==> config.mk <==
export PLATFORM = sky130hd
export DESIGN_NAME = video_scale_ratio_control
export DESIGN_NICKNAME = d
export VERILOG_FILES = /design/src/scale_pkg.sv /design/src/video_scale_ratio_control.sv /design/src/ratio_accum.sv
export SDC_FILE = /design/constraint.sdc
export NUM_CORES = 1
export LEC_CHECK = 0
export ABC_AREA = 1
export BUFFER_PORTS_ARGS = -buffer_cell sky130_fd_sc_hd__buf_2
export CELL_PAD_IN_SITES_DETAIL_PLACEMENT = 1
export CELL_PAD_IN_SITES_GLOBAL_PLACEMENT = 1
export CORE_ASPECT_RATIO = 1.75
export CORE_MARGIN = 1
export CORE_UTILIZATION = 42
export DETAILED_ROUTE_END_ITERATION = 6
export HOLD_SLACK_MARGIN = 0.1
export PLACE_DENSITY = 0.85
export RECOVER_POWER = 100
export SLEW_MARGIN = 0
export SYNTH_ARGS = -nofsm -noshare
export SYNTH_HDL_FRONTEND = slang
export SYNTH_HIERARCHICAL = 1
export SYNTH_SLANG_ARGS = --single-unit
==> constraint.sdc <==
create_clock -name clock -period 4.1 [get_ports clock]
set_input_delay 0.41 -clock clock [delete_from_list [all_inputs] [get_ports clock]]
set_output_delay 0.41 -clock clock [all_outputs]
set_load 0.005 [all_outputs]
==> src/scale_pkg.sv <==
/*
 Shared constants for the video scale ratio control block: register map,
 field positions, reset values and ratio codes.
 Assumes a 32-bit APB register bus and one 125 MHz clock.
*/
package scale_pkg;
   // Register word indices; byte address is four times the index
   localparam logic [7:0]  IDX_VERT_UPPER  = 8'h13;
   localparam logic [7:0]  IDX_VERT_LOWER  = 8'h14;
   localparam logic [7:0]  IDX_HORZ_UPPER  = 8'h20;
   localparam logic [7:0]  IDX_HORZ_LOWER  = 8'h21;
   localparam logic [7:0]  IDX_STATUS      = 8'h22;
   localparam logic [7:0]  IDX_LINE_CTRL   = 8'h23;
   // Field positions
   localparam int          VR_UPPER_BITS   = 5;
   localparam int          INTERLACE_BIT   = 5;
   localparam logic [7:0]  VR_OTHER_MASK   = 8'hE0;
   // Reset values
   localparam logic [7:0]  RST_BYTE        = 8'h00;
   localparam logic [10:0] RST_LINE_LEN    = 11'h38E; // 910 samples
   // Fixed-point scaling
   localparam int          HFRAC_BITS      = 12;      // 4096 per unit
   localparam int          VFRAC_BITS      = 9;       // 512 per unit
   localparam logic [12:0] VR_MAX_FRAME    = 13'h0200; // 16:1 from frames
   localparam logic [12:0] VR_MAX_FIELD    = 13'h1A00;
endpackage

==> src/video_scale_ratio_control.sv <==
/*
 Ratio registers and down-scaling decimators for a video capture path.
 Holds the horizontal and vertical ratios behind an APB slave and thins
 the base sample stream accordingly.
 Assumes samples and line/field markers arrive on clock from the decoder.
*/
`timescale 1ns/1ns

// Overview of operation
// - Horizontal keep rate is one sample per 1 + ratio/4096 input samples.
// - Vertical ratio is 13-bit negative code; zero means no vertical reduction.
// - Vertical ratio uses only five low upper bits plus eight lower bits.
// - Three top upper bits belong to other controls and are replaced by every upper byte write.
// - Single-field codes give the same ratio as both-field codes, capped at 4:1.
// - Codes 0000, 1E00, 1A00, 1200 give 1, 2, 4, 8 to one.
// - Horizontal codes 02AA, 1555, 3AAA give matching line lengths.
// - Horizontal ratio is upper and lower byte concatenated into 16 bits.
// - Unscaled NTSC lines carry 910 samples, one per sample clock.
// - Line counts are before vertical scaling, pixel counts after.
// - Vertical down-scaling is capped at 16:1, and 4:1 from fields.
module video_scale_ratio_control
   import scale_pkg::*;
#(
   parameter int LINE_W = 11
) (
   // Clock and reset
   input  wire logic              clock,
   input  wire logic              rst_n,
   // APB slave
   input  wire logic              psel,
   input  wire logic              penable,
   input  wire logic              pwrite,
   input  wire logic [11:0]       paddr,
   input  wire logic [31:0]       pwdata,
   output logic                   pready,
   output logic [31:0]            prdata,
   output logic                   pslverr,
   // Incoming sample stream
   input  wire logic              sample_valid,
   input  wire logic [15:0]       sample_data,
   input  wire logic              line_start,
   input  wire logic              field_start,
   // Scaled stream
   output logic                   pix_valid,
   output logic [15:0]            pix_data,
   output logic                   line_keep,
   // Control levels
   output logic                   interlace_sel,
   output logic [2:0]             other_ctrl
);
   typedef enum logic [1:0] {
      AP_IDLE   = 2'b01,
      AP_ACCESS = 2'b10
   } apb_state_e;

   initial begin
      if (LINE_W < 11) $error("video_scale_ratio_control: LINE_W too small");
   end

   apb_state_e        ap_ff;
   logic [7:0]        vert_upper_ff;
   logic [7:0]        vert_lower_ff;
   logic [7:0]        horz_upper_ff;
   logic [7:0]        horz_lower_ff;
   logic [10:0]       line_len_ff;
   logic [LINE_W-1:0] samp_cnt_ff;
   logic [LINE_W-1:0] last_len_ff;
   logic [15:0]       data_d_ff;
   logic              field_mode;
   logic [15:0]       horz_ratio;
   logic [12:0]       vert_ratio;
   logic [12:0]       vert_eff;
   logic [15:0]       vert_step;
   logic              h_keep;
   logic              v_keep;
   logic              line_stb;
   logic [9:0]        word_idx;
   logic              wr_en;
   logic              rd_en;
   logic              hit;
   logic [31:0]       nxt_rdata;

   assign horz_ratio = {horz_upper_ff, horz_lower_ff};
   assign vert_ratio = {vert_upper_ff[VR_UPPER_BITS-1:0], vert_lower_ff};
   assign field_mode = ~vert_upper_ff[INTERLACE_BIT];

   always_comb begin
      vert_eff = vert_ratio;
      if (vert_ratio != '0) begin
         if (field_mode && vert_ratio < VR_MAX_FIELD) begin
            vert_eff = VR_MAX_FIELD;
         end else if (!field_mode && vert_ratio < VR_MAX_FRAME) begin
            vert_eff = VR_MAX_FRAME;
         end
      end
   end

   // negate code to reduction minus one
   // field mode only raises the clamp code to VR_MAX_FIELD
   // Thirteen-bit negation, so a zero code stays zero and keeps every line
   assign vert_step = {3'b000, 13'(~vert_eff + 13'h0001)};

   assign word_idx = paddr[11:2];
   assign wr_en    = psel && penable && pwrite && (ap_ff == AP_ACCESS);
   assign rd_en    = psel && !penable;
   assign line_stb = line_start;

   // APB phase tracker; answer in the first access cycle
   always_ff @(posedge clock) begin
      if (!rst_n) begin
         ap_ff <= AP_IDLE;
      end else begin
         case (ap_ff)
            AP_IDLE: begin
               if (psel && !penable) ap_ff <= AP_ACCESS;
            end
            AP_ACCESS: begin
               ap_ff <= AP_IDLE;
            end
            default: ap_ff <= AP_IDLE;
         endcase
      end
   end

   // Address decode and read mux
   always_comb begin
      hit       = 1'b1;
      nxt_rdata = 32'h0000_0000;
      if (word_idx == {2'b00, IDX_VERT_UPPER}) begin
         nxt_rdata[7:0] = vert_upper_ff;
      end else if (word_idx == {2'b00, IDX_VERT_LOWER}) begin
         nxt_rdata[7:0] = vert_lower_ff;
      end else if (word_idx == {2'b00, IDX_HORZ_UPPER}) begin
         nxt_rdata[7:0] = horz_upper_ff;
      end else if (word_idx == {2'b00, IDX_HORZ_LOWER}) begin
         nxt_rdata[7:0] = horz_lower_ff;
      end else if (word_idx == {2'b00, IDX_STATUS}) begin
         nxt_rdata[LINE_W-1:0] = last_len_ff;
      end else if (word_idx == {2'b00, IDX_LINE_CTRL}) begin
         nxt_rdata[10:0] = line_len_ff;
      end else begin
         hit = 1'b0;
      end
   end

   // Response registers, valid during the access cycle
   always_ff @(posedge clock) begin
      if (!rst_n) begin
         pready  <= 1'b0;
         prdata  <= 32'h0000_0000;
         pslverr <= 1'b0;
      end else begin
         pready  <= rd_en;
         pslverr <= rd_en && !hit;
         prdata  <= (rd_en && !pwrite) ? nxt_rdata : 32'h0000_0000;
      end
   end

   // Register writes; the whole upper byte is software's to merge
   always_ff @(posedge clock) begin
      if (!rst_n) begin
         vert_upper_ff <= RST_BYTE;
         vert_lower_ff <= RST_BYTE;
         horz_upper_ff <= RST_BYTE;
         horz_lower_ff <= RST_BYTE;
         line_len_ff   <= RST_LINE_LEN;
      end else if (wr_en && hit) begin
         if (word_idx == {2'b00, IDX_VERT_UPPER}) begin
            vert_upper_ff <= pwdata[7:0];
         end else if (word_idx == {2'b00, IDX_VERT_LOWER}) begin
            vert_lower_ff <= pwdata[7:0];
         end else if (word_idx == {2'b00, IDX_HORZ_UPPER}) begin
            horz_upper_ff <= pwdata[7:0];
         end else if (word_idx == {2'b00, IDX_HORZ_LOWER}) begin
            horz_lower_ff <= pwdata[7:0];
         end else if (word_idx == {2'b00, IDX_LINE_CTRL}) begin
            line_len_ff <= pwdata[10:0];
         end
      end
   end

   ratio_accum #(.W(16), .FRAC(HFRAC_BITS)) u_hdec (
      .clock   (clock),
      .rst_n   (rst_n),
      .restart (line_stb),
      .step    (horz_ratio),
      .in_stb  (sample_valid),
      .out_stb (h_keep)
   );

   ratio_accum #(.W(16), .FRAC(VFRAC_BITS)) u_vdec (
      .clock   (clock),
      .rst_n   (rst_n),
      .restart (field_start),
      .step    (vert_step),
      .in_stb  (line_stb),
      .out_stb (v_keep)
   );

   // Align sample data with the registered keep strobe
   always_ff @(posedge clock) begin
      if (!rst_n) begin
         data_d_ff <= 16'h0000;
      end else begin
         data_d_ff <= sample_data;
      end
   end

   // Scaled outputs, gated by the current line decision
   always_ff @(posedge clock) begin
      if (!rst_n) begin
         pix_valid     <= 1'b0;
         pix_data      <= 16'h0000;
         line_keep     <= 1'b1;
         interlace_sel <= 1'b0;
         other_ctrl    <= 3'b000;
      end else begin
         pix_valid     <= h_keep && line_keep;
         pix_data      <= data_d_ff;
         interlace_sel <= vert_upper_ff[INTERLACE_BIT];
         other_ctrl    <= vert_upper_ff[7:5] & VR_OTHER_MASK[7:5];
         if (v_keep) begin
            line_keep <= 1'b1;
         end else if (line_stb) begin
            line_keep <= 1'b0;
         end
      end
   end

   always_ff @(posedge clock) begin
      if (!rst_n) begin
         samp_cnt_ff <= '0;
         last_len_ff <= '0;
      end else if (line_stb) begin
         last_len_ff <= samp_cnt_ff;
         samp_cnt_ff <= '0;
      end else if (h_keep) begin
         samp_cnt_ff <= samp_cnt_ff + 1'b1;
      end
   end
endmodule

==> src/ratio_accum.sv <==
/*
 Phase accumulator that decimates a sample stream by 1 + ratio/2^FRAC.
 Assumes input strobes on the same clock; restart aligns the phase.
*/
`timescale 1ns/1ns
module ratio_accum #(
   parameter int W    = 16,
   parameter int FRAC = 12
) (
   // Clock and reset
   input  wire logic          clock,
   input  wire logic          rst_n,
   // Control
   input  wire logic          restart,
   input  wire logic [W-1:0]  step,
   // Stream
   input  wire logic          in_stb,
   output logic               out_stb
);
   localparam logic [W+FRAC:0] UNIT = (W+FRAC+1)'(1) << FRAC;

   logic [W+FRAC:0] acc_ff;
   logic            fire;

   initial begin
      if (FRAC >= W + FRAC || W < 2) $error("ratio_accum: bad widths");
   end

   // A sample is kept whenever the accumulator has run out of credit
   assign fire = in_stb && (acc_ff < UNIT);

   // Credit grows by 1+ratio per kept sample, drops by one per sample
   always_ff @(posedge clock) begin
      if (!rst_n || restart) begin
         acc_ff <= '0;
      end else if (in_stb) begin
         if (fire) begin
            acc_ff <= acc_ff + {1'b0, {FRAC{1'b0}}, step} - UNIT + UNIT;
         end else begin
            acc_ff <= acc_ff - UNIT;
         end
      end
   end

   // Registered keep strobe
   always_ff @(posedge clock) begin
      if (!rst_n) begin
         out_stb <= 1'b0;
      end else begin
         out_stb <= fire;
      end
   end
endmodule

==> results of run 1 <==
[final cells by class]
cell class / instances / area [µm²] / share of cell area, %
multi-input combinational: 1040 / 5206 / 47.26
sequential: 174 / 3483 / 31.62
inverter: 264 / 996.0 / 9.040
clock buffer: 18 / 439.2 / 3.986
timing repair buffer: 84 / 382.9 / 3.475
tap: 304 / 380.4 / 3.453
clock inverter: 13 / 128.9 / 1.170
[power by group through the flow]
| stage | registers [µW] | clock network [µW] | logic [µW] |
|---|---|---|---|
| 6_report | 1800 | 1610 | 569 |
| 5_1_grt | 1800 | 1710 | 640 |
| 3_5_place_dp | 1830 | 0 | 575 |
| 3_3_place_gp | 1830 | 0 | 555 |
| 2_1_floorplan | 1820 | 0 | 453 |
| 4_1_cts | 1800 | 1650 | 582 |
[cell families (layout without fill, tap and decap cells)]
group,count (synthesis),count (layout)
AND/OR/NAND/NOR,735,735
other,1,24
flip-flops,174,174
buffers and inverters,325,379
XOR/XNOR,35,35
adder cells (fa/ha/maj),38,38
AO/OA/AOI/OAI,208,208
[tightest hold or removal path, cell delays in order]
cell     delay, ns
buf_2         0.07
nand2_1       0.04
inv_1         0.04
[routing by layer]
metal  up-vias  track usage (%)  wire length, µm
li1       4842                -                -
met4         0            17.95             1829
met3        97            4.277              852
met1      4628            22.00            10480
met2       188            51.32            16500
met5         -                0                0
[layout by cell type, fill, tap and decap left out, types with 2 or more instances in the layout]
cell	count
a21oi_1	106
a21oi_2	2
and2_1	2
buf_2	53
clkbuf_1	30
clkbuf_16	17
clkinv_1	8
clkinv_2	3
clkinv_4	2
conb_1	24
dfxtp_1	174
fa_1	2
ha_1	36
inv_1	249
inv_2	5
inv_4	2
inv_6	5
inv_8	2
nand2_1	397
nand2_2	7
nand3_1	76
nand3_2	3
nand3b_1	9
nand4_1	47
nor2_1	160
nor2_2	5
nor2_4	5
nor2_8	2
nor3_1	13
nor3_2	2
o211ai_1	15
o21a_1	2
o21ai_0	72
o21ai_1	3
o21ai_2	2
o21bai_1	3
xnor2_1	17
xor2_1	18
[worst paths after layout]
check,endpoint,slack (ns)
hold reg to reg,pix_data[14]$_SDFF_PN0_,0.42
setup reg to reg,u_vdec/acc_ff[13]$_SDFFE_PP0P_,0.53
hold / removal,data_d_ff[3]$_SDFF_PN0_,0.13
setup / recovery,u_vdec/acc_ff[13]$_SDFFE_PP0P_,0.53
[stage by stage]
step	setup WS (ns)	hold slack [ns]	cell area, µm²	cells
global route	0.1322	0.1311	11020	1897
global placement	0.6975	0.3936	10530	1866
CTS	0.5133	0.1196	11100	1897
floorplan	1.271	0.3902	10090	1539
finish	0.5316	0.1305	11020	1897
detailed placement	0.5362	0.4056	10530	1866
[flip-flops by register name (all words and copies together), names as in the netlist]
signal          flops
pix_valid           1
u_hdec/out_stb      1
ap_ff               2
prdata             11
horz_upper_ff       8
last_len_ff        11
other_ctrl          3
pslverr             1
u_hdec/acc_ff      29
line_len_ff        11
data_d_ff          16
vert_lower_ff       8
samp_cnt_ff        11
u_vdec/out_stb      1
horz_lower_ff       8
pix_data           16
line_keep           1
pready              1
u_vdec/acc_ff      26
vert_upper_ff       8
==> metrics.yaml, run 1 <==
run_status:
  status: "finished with violations"
  violations: "max-capacitance violations, max-slew violations"
yosys:
  ys_ff_latch: 174
  synth_common_cells: "nand2_1 (395), inv_1 (246), dfxtp_1 (174)"
  syn_avg_cell_area_um2: 6.596
  synth_most_common_cell: "nand2_1"
  yosysTopAreaCell: "dfxtp_1"
  synth_edf_count: 0
  ys_types: 46
  synthAdderAreaFrac_pct: 4.905
  yosys-top-cells-area: "dfxtp_1 (35%), nand2_1 (15%), inv_1 (9.2%), nor2_1 (6.0%), a21oi_1 (5.3%)"
  synth_seq_area_share_pct: 34.83
  synth_xor_area_share_pct: 3.066
  synth_top_family_by_area: "simple AND/OR/NAND/NOR gates"
  postSynthCellCount: 1516
  yosys.area_share.simple_pct: 32.37
  synth_ff_type: "dfxtp_1"
  synth_compound_area_share_pct: 11.12
  ys.warnings.count: 6
  netlist_area_um2: 10000
  synthArstFlopShare_pct: 0
  synth.area.mux_share_pct: 0
  synth_top_area_share_pct: 34.83
pwr:
  power_frac_seq_pct: 45.2
  swShare_pct: 29.49
  p_comb_share_pct: 14.3
  power.internal_uw: 2804
  power.switching_uw: 1173
  ir_drop_uv: 334.7
  total_leakage_power_uw: 0.005498
  p_total_uw: 3976
  p_clk_share_pct: 40.5
  powerDensity_nw_per_um2: 360.9
global_route:
  grt_pass1_wl_mm: 48.42
  gr-usage-all-layers_pct: 25.34
  grt_pass1_vias: 10367
  antenna_found_initial: 0
  overflow: 0
  grt_max_degree: 50
timing:
  tightestPinTransition_ns: 1.992
  tns_ns: 0
  rsz0062_at_grt: "no"
  maxSlewViolCount: 81
  period_share_pct: 87.03
  period_needed_ns: 3.568
  finalSetupViolCount: 0
  fmax_mhz: 280.2
  finalHoldViolCount: 0
  finClkSkew_ns: 0.01421
  slew_headroom_pct: -32.78
place:
  dpl.hpwl_mm: 22.48
  gp_congestion: 0.8717
  io_buffers: 79
detailed_routing:
  firstDrtPassIters: 4
  drc: 0
  routed-via-count: 9755
  ant_nets: 0
  wl_mm: 29.66
  vias_per_cell: 5.142
  wl_per_cell_um: 15.64
  drt_iter0_drc: 268
clocking:
  htree_levels: 4
  insertion_delay_ns: 0.46
  clk_pin_slew_ns: 0.07
  cts.sinks: 174
  cts_tree: "done"
  cts_setup_buffers: 0
  cts_buffers: 17
  cts-root-buf: "clkbuf_16"
  cts-resized-gates: 0
  clk_path_buf_depth: 2
  ctsHoldBuffers: 0
setup_path:
  start_kind: "register"
  path_delay_family: "simple AND/OR/NAND/NOR gates"
  worstPathArrival_ns: 3.95
  reg2reg_depth: 22
  cp.depth: 22
  end_kind: "register"
  cp-startpoint: "vert_upper_ff[4]$_SDFFE_PN0P_"
  slowest_delay_ns: 0.42
  crit_chain: "nand2_1 > o21ai_2 > nand2_1 > nand2_2 > inv_1 > nor2_1 > inv_1 > ha_1 > nand2_1 > nor2_1 > nand2_1 > xor2_1 > ha_1 > nand2_1 > nand2_1 > inv_1 > nand2_1 > a21oi_1 > nand2_1 > nand2_1 > nand3_1 > a21oi_1"
  path_class: "register to register"
  r2r_start: "vert_upper_ff[4]$_SDFFE_PN0P_"
  crit_buf_inv: 3
  worst-endpoint-required_ns: 4.49
  cpMostUsedCell: "nand2_1"
  crit_slowest_cell: "dfxtp_1"
  crit_fanout: 10
layout:
  layout-drive-gt1-share_pct: 7.784
  fillers: 3194
  syn_to_final_growth_pct: 10.17
  final_nets: 1687
  utilization_pct: 47.22
  antenna_cells: 0
floorplanning:
  core_um2: 23330
  initial_core_util_pct: 42.86
  dieArea_um2: 24450
  die_height_um: 206.1
  placementRows: 74
  die_x_um: 118.6
  ios: 124
min_path:
  hold_depth: 3
  holdCritPathClass: "input pin to register"
  worstHoldStart: "sample_data[3]"
job:
  maxCapViolations: 2
(Power assumes the default switching activity.)
==> run 2, diff against run 1 <==
--- a/config.mk
+++ b/config.mk
@@ -11,10 +11,10 @@
 export CELL_PAD_IN_SITES_GLOBAL_PLACEMENT = 1
 export CORE_ASPECT_RATIO = 1.75
 export CORE_MARGIN = 1
-export CORE_UTILIZATION = 42
+export CORE_UTILIZATION = 38
 export DETAILED_ROUTE_END_ITERATION = 6
 export HOLD_SLACK_MARGIN = 0.1
-export PLACE_DENSITY = 0.85
+export PLACE_DENSITY = 0.81
 export RECOVER_POWER = 100
 export SLEW_MARGIN = 0
 export SYNTH_ARGS = -nofsm -noshare
==> constraint.sdc (replaced) <==
create_clock -name clock -period 2.99 [get_ports clock]
set_input_delay 0.299 -clock clock [delete_from_list [all_inputs] [get_ports clock]]
set_output_delay 0.299 -clock clock [all_outputs]
set_load 0.005 [all_outputs]
==> run 2 against run 1 <==
  * The flow still finishes with violations (max-capacitance violations, max-slew violations)
  * Die area increased by 10%
  * Final cell count increased by 3.9%
  * Design area increased by 7.7%
  * First-iteration DRC count increased by 18%
  * Via count increased by 3.1%
  * Clock skew decreased by 0.0076 ns
  * Critical path type unchanged
  * Largest cell class unchanged
==> metrics.yaml, run 2 (synthesis results as in run 1) <==
clocking:
  clk_path_buf_depth: 2  # unchanged
  clk_pin_slew_ns: 0.07  # about the same
  cts-root-buf: "clkbuf_16"  # unchanged
  cts_buffers: 17  # unchanged
  cts_tree: "done"  # unchanged
  htree_levels: 4  # unchanged
  insertion_delay_ns: 0.46  # about the same
  cts.sinks: 174  # unchanged
layout:
  final_nets: 1744  # was 1687
  layout-drive-gt1-share_pct: 14.11  # was 7.784%
  most-common-layout-cells: "nand2_1 (376), inv_1 (243), dfxtp_1 (170)"  # was nand2_1 (397), inv_1 (249), dfxtp_1 (174)
  largest_reg_flops: 29  # unchanged
  regMostFlops: "u_hdec/acc_ff"  # unchanged
  syn_to_final_growth_pct: 18.66  # was 10.17%
  antenna_cells: 0  # unchanged
  reg_top3: "u_hdec/acc_ff: 29 flops, u_vdec/acc_ff: 26 flops"  # unchanged
  final_common_cell: "nand2_1"  # unchanged
floorplanning:
  die_height_um: 216.6  # was 206.1 µm
  core_um2: 25860  # was 23330 µm²
  dieArea_um2: 26990  # was 24450 µm²
  initial_core_util_pct: 38.66  # was 42.86%
  ios: 124  # unchanged
  placementRows: 78  # was 74
  die_x_um: 124.6  # was 118.6 µm
global_route:
  antenna_found_initial: 0  # unchanged
  gr-usage-all-layers_pct: 23.70  # was 25.34%
  grt_max_degree: 42  # was 50
  overflow: 0  # unchanged
  grt_pass1_vias: 10780  # was 10367
  grt_pass1_wl_mm: 50.86  # was 48.42 mm
pwr:
  powerDensity_nw_per_um2: 477.2  # was 360.9 nW/µm²
  total_leakage_power_uw: 0.005838  # was 0.005498 µW
  p_total_uw: 5662  # was 3976 µW
  ir_drop_uv: 502.6  # was 334.7 µV
timing:
  rsz0062_at_grt: "yes"  # was no
  fmax_mhz: 337.5  # was 280.2 MHz
  finClkSkew_ns: 0.006628  # was 0.01421 ns
  finalHoldViolCount: 0  # unchanged
  finalSetupViolCount: 0  # unchanged
  maxSlewViolCount: 81  # unchanged
  tns_ns: 0  # unchanged
  tightestPinTransition_ns: 1.765  # was 1.992 ns
  period_share_pct: 99.09  # was 87.03%
  slew_headroom_pct: -17.67  # was -32.78%
  period_needed_ns: 2.963  # was 3.568 ns
run_status:
  status: "finished with violations"  # unchanged
  violations: "max-capacitance violations, max-slew violations"  # unchanged
setup_path:
  path_delay_family: "simple AND/OR/NAND/NOR gates"  # unchanged
  start_kind: "register"  # unchanged
  slowest_delay_ns: 0.40  # was 0.42 ns
  end_kind: "register"  # unchanged
  crit_slowest_cell: "ha_2"  # was dfxtp_1
  crit_chain: "nor2_4 > nand2_1 > nor2_1 > nand2_1 > nand2_2 > inv_2 > nor2_4 > inv_1 > ha_2 > nand2_2 > buf_4 > xnor2_1 > ha_2 > nand2_2 > nand3b_1 > nand2_2 > nand2_1 > nand3b_1 > nand3_2 > a21oi_1"  # was nand2_1 > o21ai_2 > nand2_1 > nand2_2 > inv_1 > nor2_1 > inv_1 > ha_1 > nand2_1 > nor2_1 > nand2_1 > xor2_1 > ha_1 > nand2_1 > nand2_1 > inv_1 > nand2_1 > a21oi_1 > nand2_1 > nand2_1 > nand3_1 > a21oi_1
  crit_buf_inv: 3  # unchanged
  path_class: "register to register"  # unchanged
  crit_fanout: 4  # was 10
  worstPathArrival_ns: 3.36  # was 3.95 ns
  worst-endpoint-required_ns: 3.38  # was 4.49 ns
  cpMostUsedCell: "nand2_2"  # was nand2_1
job:
  maxCapViolations: 2  # unchanged
detailed_routing:
  routed-via-count: 10053  # was 9755
  firstDrtPassIters: 4  # unchanged
  wl_mm: 32.29  # was 29.66 mm
  vias_per_cell: 5.100  # was 5.142
  drc: 0  # unchanged
  wl_per_cell_um: 16.38  # was 15.64 µm
  drt_iter0_drc: 316  # was 268
  ant_nets: 0  # unchanged
place:
  dpl.hpwl_mm: 23.56  # was 22.48 mm
  gp_congestion: 0.8288  # was 0.8717
  io_buffers: 79  # unchanged
min_path:
  holdCritPathClass: "input pin to register"  # unchanged
## run 2: cell count changes in the layout (fill, tap and decap cells not counted), moves of 6 or more
cell / previous run / this run
nor2_1: 160 / 150
nand3_2: 3 / 12
inv_2: 5 / 11
nand3_1: 76 / 67
nand2_2: 7 / 23
buf_4: 0 / 40
inv_1: 249 / 243
nand2_1: 397 / 376
a21oi_1: 106 / 100
ha_1: 36 / 27
dlygate4sd3_1: 0 / 19
## run 2: routing by layer
layer	vias to the layer above	routed length [µm]	part of all wire, %	track usage (%)
met4	0	1797	5.6	14.94
li1	4965	-	-	-
met3	88	1128	3.5	5.159
met1	4794	11300	35	21.19
met2	206	18060	56	46.94
met5	-	0	0	0
## run 2: report_power, final
| part | total (µW) | switching (µW) | internal (µW) |
|---|---|---|---|
| Combinational | 847 | 554 | 294 |
| Clock | 2350 | 1130 | 1220 |
| Sequential | 2460 | 64.5 | 2400 |
## run 2: through the flow
step	area (µm²)	setup WS (ns)	instances	util, %	hold WS (ns)
floorplan	10090	0.1607	1539	-	0.3902
global placement	10740	-0.04440	1907	41.52	0.3923
detailed placement	10740	-0.1355	1907	41.52	0.4038
CTS	11610	0.0005103	1963	44.91	0.2349
global route	11870	-0.1688	1971	45.88	0.2509
finish	11870	0.02717	1971	45.88	0.2514
## run 2: worst min-delay path, cell delays in order
cell     delay, ns
buf_2         0.09
nor2_1        0.05
nand2_1       0.16
nor2_1        0.07
## run 2: repair_timing
item | 4_1_cts | 5_1_grt
setup endpoints to repair | 11 | 12
cloned | 0 | 0
hold buffers | 19 | 0
pin swaps | 5 | 23
resized for setup | 13 | 67
hold endpoints to repair | 19 | 0
buffers inserted | 5 | 8
## run 2: layout make-up
class | count | area, µm²
fillers | 3345 | 14000
multi-input cells | 1040 | 5503
flip-flops and latches | 174 | 3491
inverters | 264 | 996.0
repair buffers | 141 | 860.8
clock buffers | 18 | 439.2
well taps | 320 | 400.4
clock inverters | 14 | 175.2
## run 2: final timing paths
kind / start / to / slack (ns) / cells after the start
max: vert_upper_ff[4]$_SDFFE_PN0P_ / u_vdec/acc_ff[9]$_SDFFE_PP0P_ / 0.03 / 20
min: penable / pslverr$_SDFF_PN0_ / 0.25 / 4
max reg2reg: vert_upper_ff[4]$_SDFFE_PN0P_ / u_vdec/acc_ff[9]$_SDFFE_PP0P_ / 0.03 / 20
min reg2reg: data_d_ff[4]$_SDFF_PN0_ / pix_data[4]$_SDFF_PN0_ / 0.42 / 2
